--- src/include/bpl_cfg.svh ---
// Constants for the boot and clock-synthesiser configuration loader.
// Assumes a 10 MHz system clock; included by the RTL and the testbench.
//
// Operation
// - Low straps select post_divider and multiplier; input_div is fixed
// - Tile clock follows synthesiser ratio formula
// - Run-time write replaces all synthesiser values
// - Pins undriven while reset is low
// - Reset sequence, then pulls enabled, boot starts
// - High straps select boot source
// - Secure-boot bit forces boot from OTP
// - Image is length, program words, check word
// - Bypass check word skips CRC verification
// - Length and check word arrive LSB first
// - Program stored at RAM base, run there
// - CRC covers length and program bytes
// - Reflected CRC-32, preset ones, residue inverted
// - SPI master mode 0, read at zero
// - Link boot: ack word, image, end tokens
`ifndef BPL_CFG_SVH
`define BPL_CFG_SVH

// ----------------------------------------------------------------------------
// Timing
// ----------------------------------------------------------------------------
`define BPL_CLK_KHZ      10000
`define BPL_STRAP_EDGE   3
`define BPL_INIT_MIN_US  15
`define BPL_INIT_MAX_US  150
`define BPL_INIT_CYC     ((`BPL_INIT_MIN_US * `BPL_CLK_KHZ + 999) / 1000)
`define BPL_INIT_MAX_CYC ((`BPL_INIT_MAX_US * `BPL_CLK_KHZ) / 1000)
`define BPL_SPI_KHZ      2500
`define BPL_SPI_HALF_CYC (`BPL_CLK_KHZ / (2 * `BPL_SPI_KHZ))

// ----------------------------------------------------------------------------
// Strap and security fields
// ----------------------------------------------------------------------------
`define BPL_MODE_PLL_LSB 0
`define BPL_MODE_SRC_LSB 2
`define BPL_SEC_BOOT_BIT 5

// ----------------------------------------------------------------------------
// Synthesiser strap table
// ----------------------------------------------------------------------------
`define BPL_PLL00_POST   3'h1
`define BPL_PLL00_MULT   12'h07a
`define BPL_PLL11_POST   3'h2
`define BPL_PLL11_MULT   12'h077
`define BPL_PLL10_POST   3'h2
`define BPL_PLL10_MULT   12'h031
`define BPL_PLL01_POST   3'h2
`define BPL_PLL01_MULT   12'h017
`define BPL_PLL_INDIV    6'h00

// ----------------------------------------------------------------------------
// Image and link constants
// ----------------------------------------------------------------------------
`define BPL_CRC_POLY     32'hedb88320
`define BPL_CRC_INIT     32'hffffffff
`define BPL_CRC_BYPASS   32'h0d15ab1e
`define BPL_NULL_CHAN    32'h0000ff02
`define BPL_SPI_CMD      8'h03
`define BPL_SPI_ADDR     24'h000000

`endif

--- src/include/bpl_pkg.sv ---
// Types shared by the loader RTL.
// Assumes bpl_cfg.svh sits on the include path.
package bpl_pkg;

  typedef enum logic [2:0] {
    src_test, src_reserved, src_link, src_spi, src_otp
  } bpl_src_t;

  typedef enum logic [3:0] {
    st_strap, st_init, st_ack, st_len, st_prog, st_crc, st_endtok,
    st_check, st_run, st_idle, st_fail
  } bpl_state_t;

endpackage

--- src/rtl/bpl_crc_byte.sv ---
// One byte step of the reflected CRC-32, purely combinational.
// Assumes the byte is presented least significant bit first.
`timescale 1ns/1ps
`include "bpl_cfg.svh"

module bpl_crc_byte (
  input  wire logic [31:0] crc_in,
  input  wire logic [7:0]  byte_in,
  output logic      [31:0] crc_out
);

  logic [31:0] stage [0:8];

  assign stage[0] = crc_in;

  for (genvar i = 0; i < 8; i++) begin : g_bit
    assign stage[i+1] = (stage[i] >> 1) ^
                        ((stage[i][0] ^ byte_in[i]) ? `BPL_CRC_POLY : 32'h0000_0000);
  end

  assign crc_out = stage[8];

endmodule

--- src/rtl/bpl_loader.sv ---
// Reset-time strap decode, synthesiser setup and boot image loader.
// Assumes synchronous straps and byte sources; RAM is written one word per cycle.
`timescale 1ns/1ps
`include "bpl_cfg.svh"

module bpl_loader
  import bpl_pkg::*;
#(
  parameter int RAM_AW = 14
) (
  input  wire logic              clock,
  input  wire logic              nrst,
  input  wire logic [3:0]        mode,
  input  wire logic [31:0]       security,
  input  wire logic              pll_wr,
  input  wire logic [2:0]        pll_wr_post_divider,
  input  wire logic [11:0]       pll_wr_loop_multiplier,
  input  wire logic [5:0]        pll_wr_input_div,
  input  wire logic [16:0]       osc_khz,
  output logic      [2:0]        post_divider,
  output logic      [11:0]       loop_multiplier,
  output logic      [5:0]        input_div,
  output logic      [31:0]       tile_khz,
  output logic                   pull_en,
  output bpl_src_t               boot_src,
  output logic                   spi_sclk,
  output logic                   spi_cs_n,
  output logic                   spi_mosi,
  output logic                   spi_oe,
  input  wire logic              spi_miso,
  input  wire logic              link_valid,
  input  wire logic [7:0]        link_data,
  input  wire logic              link_end,
  output logic                   link_ready,
  output logic                   link_end_out,
  output logic      [31:0]       link_ack_chan,
  input  wire logic              otp_valid,
  input  wire logic [7:0]        otp_data,
  output logic                   otp_ready,
  output logic                   ram_we,
  output logic      [RAM_AW-1:0] ram_addr,
  output logic      [31:0]       ram_wdata,
  output logic                   run,
  output logic      [RAM_AW-1:0] run_addr,
  output logic                   boot_fail
);

  if (RAM_AW < 2 || RAM_AW > 30) begin : g_chk
    $error("bpl_loader: RAM_AW out of range");
  end

  localparam logic [31:0] RAM_WORDS = 32'(1) << RAM_AW;

  // --------------------------------------------------------------------------
  // Synthesiser settings
  // --------------------------------------------------------------------------
  bpl_state_t  state;
  logic [10:0] cnt;
  logic        strap_take;
  logic [2:0]  next_post_divider;
  logic [11:0] next_loop_multiplier;
  logic [5:0]  next_input_div;
  logic [31:0] next_tile_khz;

  assign strap_take = (state == st_strap) && (cnt == 11'(`BPL_STRAP_EDGE - 1));

  always_comb begin
    next_post_divider    = post_divider;
    next_loop_multiplier = loop_multiplier;
    next_input_div       = input_div;
    if (pll_wr) begin
      next_post_divider    = pll_wr_post_divider;
      next_loop_multiplier = pll_wr_loop_multiplier;
      next_input_div       = pll_wr_input_div;
    end else if (strap_take) begin
      next_input_div = `BPL_PLL_INDIV;
      unique case (mode[`BPL_MODE_PLL_LSB +: 2])
        2'b00: begin next_post_divider = `BPL_PLL00_POST; next_loop_multiplier = `BPL_PLL00_MULT; end
        2'b11: begin next_post_divider = `BPL_PLL11_POST; next_loop_multiplier = `BPL_PLL11_MULT; end
        2'b10: begin next_post_divider = `BPL_PLL10_POST; next_loop_multiplier = `BPL_PLL10_MULT; end
        2'b01: begin next_post_divider = `BPL_PLL01_POST; next_loop_multiplier = `BPL_PLL01_MULT; end
      endcase
    end
    // Both register terms of the divisor are offset by one, so the divide never sees a zero term
    next_tile_khz = (32'(osc_khz) * (32'(loop_multiplier) + 32'h1)) /
                    (32'h2 * (32'(input_div) + 32'h1) * (32'(post_divider) + 32'h1));
  end

  always_ff @(posedge clock) begin
    if (!nrst) begin
      post_divider    <= `BPL_PLL00_POST;
      loop_multiplier <= `BPL_PLL00_MULT;
      input_div       <= `BPL_PLL_INDIV;
      tile_khz        <= 32'h0000_0000;
    end else begin
      post_divider    <= next_post_divider;
      loop_multiplier <= next_loop_multiplier;
      input_div       <= next_input_div;
      tile_khz        <= next_tile_khz;
    end
  end

  // --------------------------------------------------------------------------
  // SPI flash reader
  // --------------------------------------------------------------------------
  logic        spi_run, spi_drv, spi_byte_v, rise, fall;
  logic [7:0]  spi_byte, rx_sh;
  logic [2:0]  rx_cnt;
  logic [5:0]  cmd_cnt;
  logic [31:0] tx_sh;
  logic [1:0]  spi_div;
  logic        next_sclk, next_cs_n, next_byte_v;
  logic [7:0]  next_byte, next_rx_sh;
  logic [2:0]  next_rx_cnt;
  logic [5:0]  next_cmd_cnt;
  logic [31:0] next_tx_sh;
  logic [1:0]  next_div;

  assign spi_run  = (boot_src == src_spi) &&
                    (state == st_len || state == st_prog || state == st_crc);
  assign spi_mosi = tx_sh[31];
  assign spi_oe   = nrst & spi_drv;
  assign rise     = !spi_cs_n && (spi_div == 2'(`BPL_SPI_HALF_CYC - 1)) && !spi_sclk;
  assign fall     = !spi_cs_n && (spi_div == 2'(`BPL_SPI_HALF_CYC - 1)) && spi_sclk;

  always_comb begin
    next_sclk    = 1'b0;
    next_cs_n    = 1'b1;
    next_div     = 2'h0;
    next_tx_sh   = {`BPL_SPI_CMD, `BPL_SPI_ADDR};
    next_cmd_cnt = 6'h00;
    next_rx_sh   = rx_sh;
    next_rx_cnt  = 3'h0;
    next_byte_v  = 1'b0;
    next_byte    = spi_byte;
    if (spi_run) begin
      next_cs_n    = 1'b0;
      next_sclk    = spi_sclk;
      next_tx_sh   = tx_sh;
      next_cmd_cnt = cmd_cnt;
      next_rx_cnt  = rx_cnt;
      next_div     = (spi_div == 2'(`BPL_SPI_HALF_CYC - 1)) ? 2'h0 : spi_div + 2'h1;
      if (rise) begin                                                   // Mode 0 samples here
        next_sclk = 1'b1;
        if (cmd_cnt != 6'd32) begin
          next_cmd_cnt = cmd_cnt + 6'h01;
        end else begin
          next_rx_sh  = {spi_miso, rx_sh[7:1]};
          next_rx_cnt = rx_cnt + 3'h1;
          if (rx_cnt == 3'h7) begin
            next_byte_v = 1'b1;
            next_byte   = {spi_miso, rx_sh[7:1]};
          end
        end
      end else if (fall) begin
        next_sclk  = 1'b0;
        next_tx_sh = {tx_sh[30:0], 1'b0};
      end
    end
  end

  always_ff @(posedge clock) begin
    if (!nrst) begin
      spi_sclk   <= 1'b0;
      spi_cs_n   <= 1'b1;
      spi_div    <= 2'h0;
      tx_sh      <= 32'h0000_0000;
      cmd_cnt    <= 6'h00;
      rx_sh      <= 8'h00;
      rx_cnt     <= 3'h0;
      spi_byte_v <= 1'b0;
      spi_byte   <= 8'h00;
    end else begin
      spi_sclk   <= next_sclk;
      spi_cs_n   <= next_cs_n;
      spi_div    <= next_div;
      tx_sh      <= next_tx_sh;
      cmd_cnt    <= next_cmd_cnt;
      rx_sh      <= next_rx_sh;
      rx_cnt     <= next_rx_cnt;
      spi_byte_v <= next_byte_v;
      spi_byte   <= next_byte;
    end
  end

  // --------------------------------------------------------------------------
  // Boot sequencer and image parser
  // --------------------------------------------------------------------------
  logic          byte_v, taking, word_done, crc_ok;
  logic [7:0]    byte_d;
  logic [31:0]   wsh, word, len, chk, crc, crc_step;
  logic [1:0]    bcnt;
  logic [RAM_AW:0] word_cnt;
  bpl_state_t    next_state;
  bpl_src_t      next_src;
  logic [10:0]   next_cnt;
  logic [1:0]    next_bcnt;
  logic [31:0]   next_wsh, next_len, next_chk, next_crc, next_ack;
  logic [RAM_AW:0] next_word_cnt;
  logic          next_pull, next_we, next_run, next_fail, next_end_out, next_drv;
  logic [RAM_AW-1:0] next_addr;
  logic [31:0]   next_wdata;

  assign taking     = (state == st_ack) || (state == st_len) ||
                      (state == st_prog) || (state == st_crc);
  assign link_ready = nrst && (boot_src == src_link) && (taking || state == st_endtok);
  assign otp_ready  = nrst && (boot_src == src_otp) && taking;
  assign run_addr   = '0;
  assign crc_ok     = (chk == `BPL_CRC_BYPASS) || (chk == ~crc);

  always_comb begin
    unique case (boot_src)
      src_spi:  begin byte_v = spi_byte_v;             byte_d = spi_byte;  end
      src_link: begin byte_v = link_valid && taking;   byte_d = link_data; end
      src_otp:  begin byte_v = otp_valid && taking;    byte_d = otp_data;  end
      default:  begin byte_v = 1'b0;                   byte_d = 8'h00;     end
    endcase
  end

  assign word      = {byte_d, wsh[31:8]};
  assign word_done = byte_v && (bcnt == 2'h3);

  bpl_crc_byte u_crc (
    .crc_in  (crc),
    .byte_in (byte_d),
    .crc_out (crc_step)
  );

  always_comb begin
    next_state    = state;
    next_src      = boot_src;
    next_cnt      = cnt;
    next_bcnt     = byte_v ? bcnt + 2'h1 : bcnt;
    next_wsh      = byte_v ? word : wsh;
    next_len      = len;
    next_chk      = chk;
    next_ack      = link_ack_chan;
    next_crc      = crc;
    next_word_cnt = word_cnt;
    next_pull     = pull_en;
    next_drv      = spi_drv;
    next_we       = 1'b0;
    next_addr     = ram_addr;
    next_wdata    = ram_wdata;
    next_run      = 1'b0;
    next_end_out  = 1'b0;
    next_fail     = boot_fail;
    unique case (state)
      st_strap: begin
        next_cnt = cnt + 11'h001;
        if (strap_take) begin
          next_cnt = 11'h000;
          next_state = st_init;
          if (security[`BPL_SEC_BOOT_BIT]) next_src = src_otp;
          else next_src = bpl_src_t'({1'b0, mode[`BPL_MODE_SRC_LSB +: 2]});
        end
      end
      st_init: begin
        next_cnt = cnt + 11'h001;
        if (cnt == 11'(`BPL_INIT_CYC - 1)) begin
          next_pull = 1'b1;
          unique case (boot_src)
            src_link: next_state = st_ack;
            src_spi:  begin next_state = st_len; next_drv = 1'b1; end
            src_otp:  next_state = st_len;
            default:  next_state = st_idle;
          endcase
        end
      end
      st_ack: if (word_done) begin
        next_ack   = word;
        next_state = st_len;
      end
      st_len: if (byte_v) begin
        next_crc = crc_step;
        if (word_done) begin
          next_len      = word;
          next_word_cnt = '0;
          if (word == 32'h0) next_state = st_crc;
          else if (word > RAM_WORDS) next_state = st_fail;
          else next_state = st_prog;
        end
      end
      st_prog: if (byte_v) begin
        next_crc = crc_step;
        if (word_done) begin
          next_we       = 1'b1;
          next_addr     = word_cnt[RAM_AW-1:0];
          next_wdata    = word;
          next_word_cnt = word_cnt + (RAM_AW+1)'(1);
          if (32'(word_cnt) + 32'h1 == len) next_state = st_crc;
        end
      end
      st_crc: if (word_done) begin
        next_chk   = word;
        next_state = (boot_src == src_link) ? st_endtok : st_check;
      end
      st_endtok: if (link_end) next_state = st_check;
      st_check: begin
        if (crc_ok) begin
          next_run     = 1'b1;
          next_state   = st_run;
          next_end_out = (boot_src == src_link) && (link_ack_chan != `BPL_NULL_CHAN);
        end else begin
          next_fail  = 1'b1;
          next_state = st_fail;
        end
      end
      st_fail:  next_fail = 1'b1;
      st_run, st_idle: ;
    endcase
    if (state == st_len && word_done && word > RAM_WORDS) next_fail = 1'b1;
  end

  always_ff @(posedge clock) begin
    if (!nrst) begin
      state         <= st_strap;
      boot_src      <= src_test;
      cnt           <= 11'h000;
      bcnt          <= 2'h0;
      wsh           <= 32'h0000_0000;
      len           <= 32'h0000_0000;
      chk           <= 32'h0000_0000;
      link_ack_chan <= 32'h0000_0000;
      crc           <= `BPL_CRC_INIT;
      word_cnt      <= '0;
      pull_en       <= 1'b0;
      spi_drv       <= 1'b0;
      ram_we        <= 1'b0;
      ram_addr      <= '0;
      ram_wdata     <= 32'h0000_0000;
      run           <= 1'b0;
      link_end_out  <= 1'b0;
      boot_fail     <= 1'b0;
    end else begin
      state         <= next_state;
      boot_src      <= next_src;
      cnt           <= next_cnt;
      bcnt          <= next_bcnt;
      wsh           <= next_wsh;
      len           <= next_len;
      chk           <= next_chk;
      link_ack_chan <= next_ack;
      crc           <= next_crc;
      word_cnt      <= next_word_cnt;
      pull_en       <= next_pull;
      spi_drv       <= next_drv;
      ram_we        <= next_we;
      ram_addr      <= next_addr;
      ram_wdata     <= next_wdata;
      run           <= next_run;
      link_end_out  <= next_end_out;
      boot_fail     <= next_fail;
    end
  end

  // --------------------------------------------------------------------------
  // Checks
  // --------------------------------------------------------------------------
  logic [10:0] rel_cnt;

  always_ff @(posedge clock) begin
    if (!nrst) rel_cnt <= 11'h000;
    else if (rel_cnt != 11'h7ff) rel_cnt <= rel_cnt + 11'h001;
  end
endmodule

--- config.mk ---
export PLATFORM = sky130hd
export DESIGN_NAME = bpl_loader
export DESIGN_NICKNAME = d
export VERILOG_FILES = /design/src/include/bpl_pkg.sv /design/src/rtl/bpl_crc_byte.sv /design/src/rtl/bpl_loader.sv
export VERILOG_INCLUDE_DIRS = /design/src /design/src/include
export SDC_FILE = /design/constraint.sdc
export NUM_CORES = 2
export LEC_CHECK = 0
export BUFFER_PORTS_ARGS = -buffer_cell sky130_fd_sc_hd__clkbuf_2
export CAP_MARGIN = 20
export CORE_MARGIN = 4
export CORE_UTILIZATION = 50
export DETAILED_ROUTE_END_ITERATION = 8
export HOLD_SLACK_MARGIN = 0.03
export PLACE_DENSITY = 0.76
export SLEW_MARGIN = 10
export SYNTH_ARGS = -nofsm -noshare
export SYNTH_HDL_FRONTEND = slang
export SYNTH_SLANG_ARGS = --single-unit
--- constraint.sdc ---
create_clock -name clock -period 113.3 [get_ports clock]
set_clock_uncertainty 0.1 [all_clocks]
set_input_delay 22.66 -clock clock [delete_from_list [all_inputs] [get_ports clock]]
set_output_delay 22.66 -clock clock [all_outputs]
set_load 0.05 [all_outputs]
After elaboration in Yosys (flattened, before gate mapping)
Cells that the tools add are included.
{"block": "totals", "inputBits": 97, "regBits": 338, "out_inout_bits": 159, "wordCells": 218}
{"block": "classes", "bitwise": 22, "muxes": 54, "eq_ne": 37, "n_div": 1, "n_lt_le_gt_ge": 1, "reduce_logical": 59, "n_addsub": 10, "n_mul": 2}
{"operator": "$mux 32", "count": 8}
{"operator": "$xor 31x32->32", "count": 8}
{"operator": "$mux 26", "count": 3}
{"operator": "$mux 15", "count": 4}
{"operator": "$mux 4", "count": 12}
{"operator": "$pmux 12 s4", "count": 1}
{"operator": "$div 32x32->32", "count": 1}
{"operator": "$eq 16x32->1", "count": 1}
{"operator": "$eq 32x28->1 const B", "count": 1}
{"operator": "$eq 32x32->1", "count": 1}
{"operator": "$gt 32x15->1 const B", "count": 1}
{"operator": "$logic_not 32->1", "count": 1}
{"operator": "$ne 32x16->1 const B", "count": 1}
{"operator": "$not 32->32", "count": 1}
{"operator": "$pmux 4 s8", "count": 1}
{"operator": "$mul 17x13->30", "count": 1}
{"operator": "$pmux 15 s2", "count": 1}
{"operator": "$mux 12", "count": 2}
{"operator": "$pmux 8 s3", "count": 1}
{"operator": "$reduce_and 2->1", "count": 12}
{"operator": "$pmux 11 s2", "count": 1}
{"operator": "$ne 2x2->1 const B", "count": 10}
{"operator": "$reduce_and 3->1", "count": 6}
{"operator": "$add 15x1->16 const B", "count": 1}
{"operator": "48 further kinds", "count": 106}

Longest topological paths before layout
{"block": "depth", "word_depth": 26, "depth_mapped": 488, "depth_no_buf": 452}

By module
Synthesis repeated with hierarchy kept, for this count alone.
{"block": "unflattened", "cells_unflattened": 5440, "hier_area_um2": 41350.9}
{"module": "bpl_loader", "instances": 1, "cells_each": 5372, "area_per_inst_um2": 40360.0, "seq_area_each_um2": 6586.3}
{"module": "bpl_crc_byte", "instances": 1, "cells_each": 68, "area_per_inst_um2": 991.0, "seq_area_each_um2": 0.0}

Worst setup path before layout
Ideal clock, no wire load.
{"block": "synth_timing", "path_type": "input to register", "from": "input osc_khz[9]", "to": "register tile_khz[0]", "n_path_buf": 41, "slack_ns": 0.494, "setup_time_ns": 0.120, "path_stages": 466, "arrival_time_ns": 112.586, "required_time_ns": 113.080, "path_cell_list": "clkbuf_1 > nand2_1 > fa_1 > inv_1 > fa_1 > inv_1 > fa_1 > inv_1 > fa_1 > inv_1 > fa_1 > inv_1 > ha_1 > clkbuf_1 > nand2_1 > o21ba_2 > o211ai_1 > o21ai_0 > [430 not listed] > o21ai_0 > nand2b_1 > a21oi_1 > nor2b_1 > o21ai_0 > nand2b_1 > a21oi_1 > nor2b_1 > o21ai_0 > nand2b_1 > a21oi_1 > nor2b_1 > a2111oi_0 > o2111ai_1 > a2111oi_2 > nand4b_1 > o41a_1 > a211o_1"}
{"block": "synth_between", "elab_chain_len": 2}
{"item": "start: declaration", "line_no": "bpl_loader.sv:19", "rtl": "input wire logic [16:0] osc_khz,"}
{"item": "$mul 17x13->30", "line_no": "bpl_loader.sv:85", "rtl": "next_tile_khz = (32'(osc_khz) * (32'(loop_multiplier) + 32'h1)) /"}
{"item": "$div 32x32->32", "line_no": "bpl_loader.sv:85"}
{"item": "end signal: assignment", "line_no": "bpl_loader.sv:99", "rtl": "tile_khz <= next_tile_khz;"}
{"item": "end: declaration", "line_no": "bpl_loader.sv:23", "rtl": "output logic [31:0] tile_khz,"}
Every way passes these cells.
A chain may end at the register's enable or synchronous reset.

Final worst setup path
{"block": "layout_timing", "from": "input osc_khz[1]", "to": "register tile_khz[0]"}
The elaborated chain is that of the path after synthesis.

==> results.toml <==
[finish]
most-common-layout-cells = "nand2_1 (789), nor2_1 (423), ha_1 (380), dfxtp_1 (329), a21oi_1 (321)"
fin_cells = 6741
syn2layout_area_growth_pct = 13.6
layout.nets = 6318
final_util = 0.576
diodes = 0
layout-drive-gt1-share = 0.152
stdcell_area_sq_um = 46500
final_common_cell = "nand2_1"

[logic_synthesis]
avgSynthCellArea_sq_um = 7.60
ys_types = 140
synthCells = 5390
synth_edf_count = 0
yosysTopAreaCellShare = 0.161
ys_seq_area_frac = 0.161
yosys_warnings = 0
synth.area.top_cells = "dfxtp_1 (16%), ha_1 (12%), fa_1 (8.6%)"
async_reset_ff_frac = 0
synthFlopType = "dfxtp_1"
syn-cell-area_sq_um = 41000
synth.largest_area_cell = "dfxtp_1"
ys_ff_latch = 329

[routing]
via_per_inst = 6.06
drt_first_pass_iters = 6
drtAntennaViolNets = 0
drc = 0
wirelength_microns = 121000
vias = 40900
drt-initial-drc-count = 3245
wire_per_inst_microns = 17.9

[worst_setup_path]
crit_start = "osc_khz[1]"
max_stage_delay_ns = 0.60
rr_startpoint = "loop_multiplier[0]$_SDFFE_PN0P_"
worstPathMaxFanout = 13
critPathArrivalTime_ns = 109.18
critPathKind = "in -> reg"
regToRegSetupSlack_ns = 24.56
critPathCaptureType = "flip-flop"
crit_path_frequent_cell = "o21a_1"
start_kind = "input port"
critPathSlowestCell = "or4b_4"
cp_data_required_time_ns = 113.67

[clocking]
cts_tree = "done"
cts_htree_levels = 2
clk_latency_ns = 0.57
cts_hold_buf = 0
cts_num_sinks = 329
root_buffer = "clkbuf_16"
cts_buffer_depth = 3
cts_buffers = 37
clk_pin_slew_ns = 0.07

[global_routing]
antenna_found_initial = 3
grt_pass1_wl_microns = 192000
overflow = 0
grt_use_total = 0.264
first_global_vias = 38200
grt_max_degree = 87

[floorplan]
ioPinCount = 256
initial_core_util = 0.507
core_area_sq_um = 80800
dieArea_sq_um = 86500
die_h_microns = 294
fp.dieW_microns = 294
num_rows = 104

[sta]
relSlewSlack = 0.237
fmax_mhz = 9.19
finalSetupViolCount = 0
period_share = 0.960
setup_slack_ns = 4.49
tightest_slew_ns = 1.13
hold_viol = 0
drv_slew = 0
fin_crit_ns = 108.81

[worst_hold_path]
hold_start = "spi_div[0]$_SDFF_PP0_"
hold_path_class = "reg -> reg"

[placement]
dp_cells = 6633
pre_cts_slack_ns = -0.633
place_area_sq_um = 43800
io_buffers = 210
place.gp.congestion = 0.949
hpwl_microns = 91000

[run_status]
status = "finished clean"

[flow_run]
cap_violations = 0
## layout make-up
type / count / area (sq um)
clock buffer: 47 / 1040
inverter: 311 / 1170
timing repair buffer: 438 / 2850
clock inverter: 21 / 358
tap: 1060 / 1330
multi-input combinational: 4535 / 33200
sequential: 329 / 6590
fill: 7282 / 34300
## synthesized netlist by cell type, drive strengths merged, types with 72 or more instances
cell / instances
xnor2: 173
and2: 101
a21oi: 367
clkbuf: 170
a211oi: 72
nor2: 447
o31ai: 125
nor3: 247
dfxtp: 329
inv: 310
nand3: 92
xor2: 131
o21ai: 200
fa: 175
ha: 394
nand4: 72
nand2: 800
o21a: 194
## sequential cells by signal (all words and copies together), names as in the netlist, 4 cells and up
register and count:
len 32, ram_wdata 32, state 4, input_div 6
crc 32, rx_sh 7, ram_addr 14, link_ack_chan 32
loop_multiplier 12, tx_sh 8, chk 32, spi_byte 8
tile_khz 32, wsh 24, cnt 11, word_cnt 15
cmd_cnt 6
## path summary, 6_finish.rpt
kind,endpoint,cells past startpoint
worst max-delay path,tile_khz[0]$_SDFF_PN0_,449
worst min-delay path,spi_div[0]$_SDFF_PP0_,1
worst max register to register,tile_khz[0]$_SDFF_PN0_,454
worst min register to register,spi_div[0]$_SDFF_PP0_,1
## routing by layer
layer / vias to the layer above / share of wire / GRT usage
met4: 4 / 0.034 / 0.0862
met5: - / 0.00019 / 0
met2: 1434 / 0.45 / 0.432
li1: 19800 / - / -
met1: 19400 / 0.44 / 0.358
met3: 264 / 0.074 / 0.0389
## cells by family (layout without fill, tap and decap cells)
| family | count (synthesis) | in the layout | synth area share |
|---|---|---|---|
| xor gates and xnor gates | 304 | 304 | 0.0652 |
| other | 1 | 16 | 0.0000916 |
| AOI/OAI and AO/OA | 1385 | 1385 | 0.231 |
| and+or+nand+nor | 2152 | 2152 | 0.253 |
| DFF | 329 | 329 | 0.161 |
| buffers and inverters | 541 | 817 | 0.0542 |
| muxes | 104 | 104 | 0.0277 |
| adders and majority gates | 574 | 574 | 0.207 |
## worst max-delay path, delay by kind of cell
kind                       cells  cell delay (ns)
AOI/OAI and AO/OA            253            47.74
and+or+nand+nor              124            20.96
adders and majority gates     36            11.78
buffers and inverters         29             4.04
muxes                          6             1.54
xor gates and xnor gates       1             0.21
## metrics by stage
stage	setup TNS (ns)	hold WS, ns
floorplan	0	0.308
global placement	0	0.316
detailed placement	-0.633	0.332
CTS	0	0.341
global route	-0.598	0.371
finish	0	0.332
## what timing repair did
action	4_1_cts	5_1_grt
endpoints found under the setup margin	1	3
setup buffers	0	38
pin swaps	0	46
resized for setup	7	238
hold endpoints to repair	0	0
cloned	0	0
Power is not shown: default switching activity piles up to over one toggle a cycle in this logic, so the estimate is an artifact.
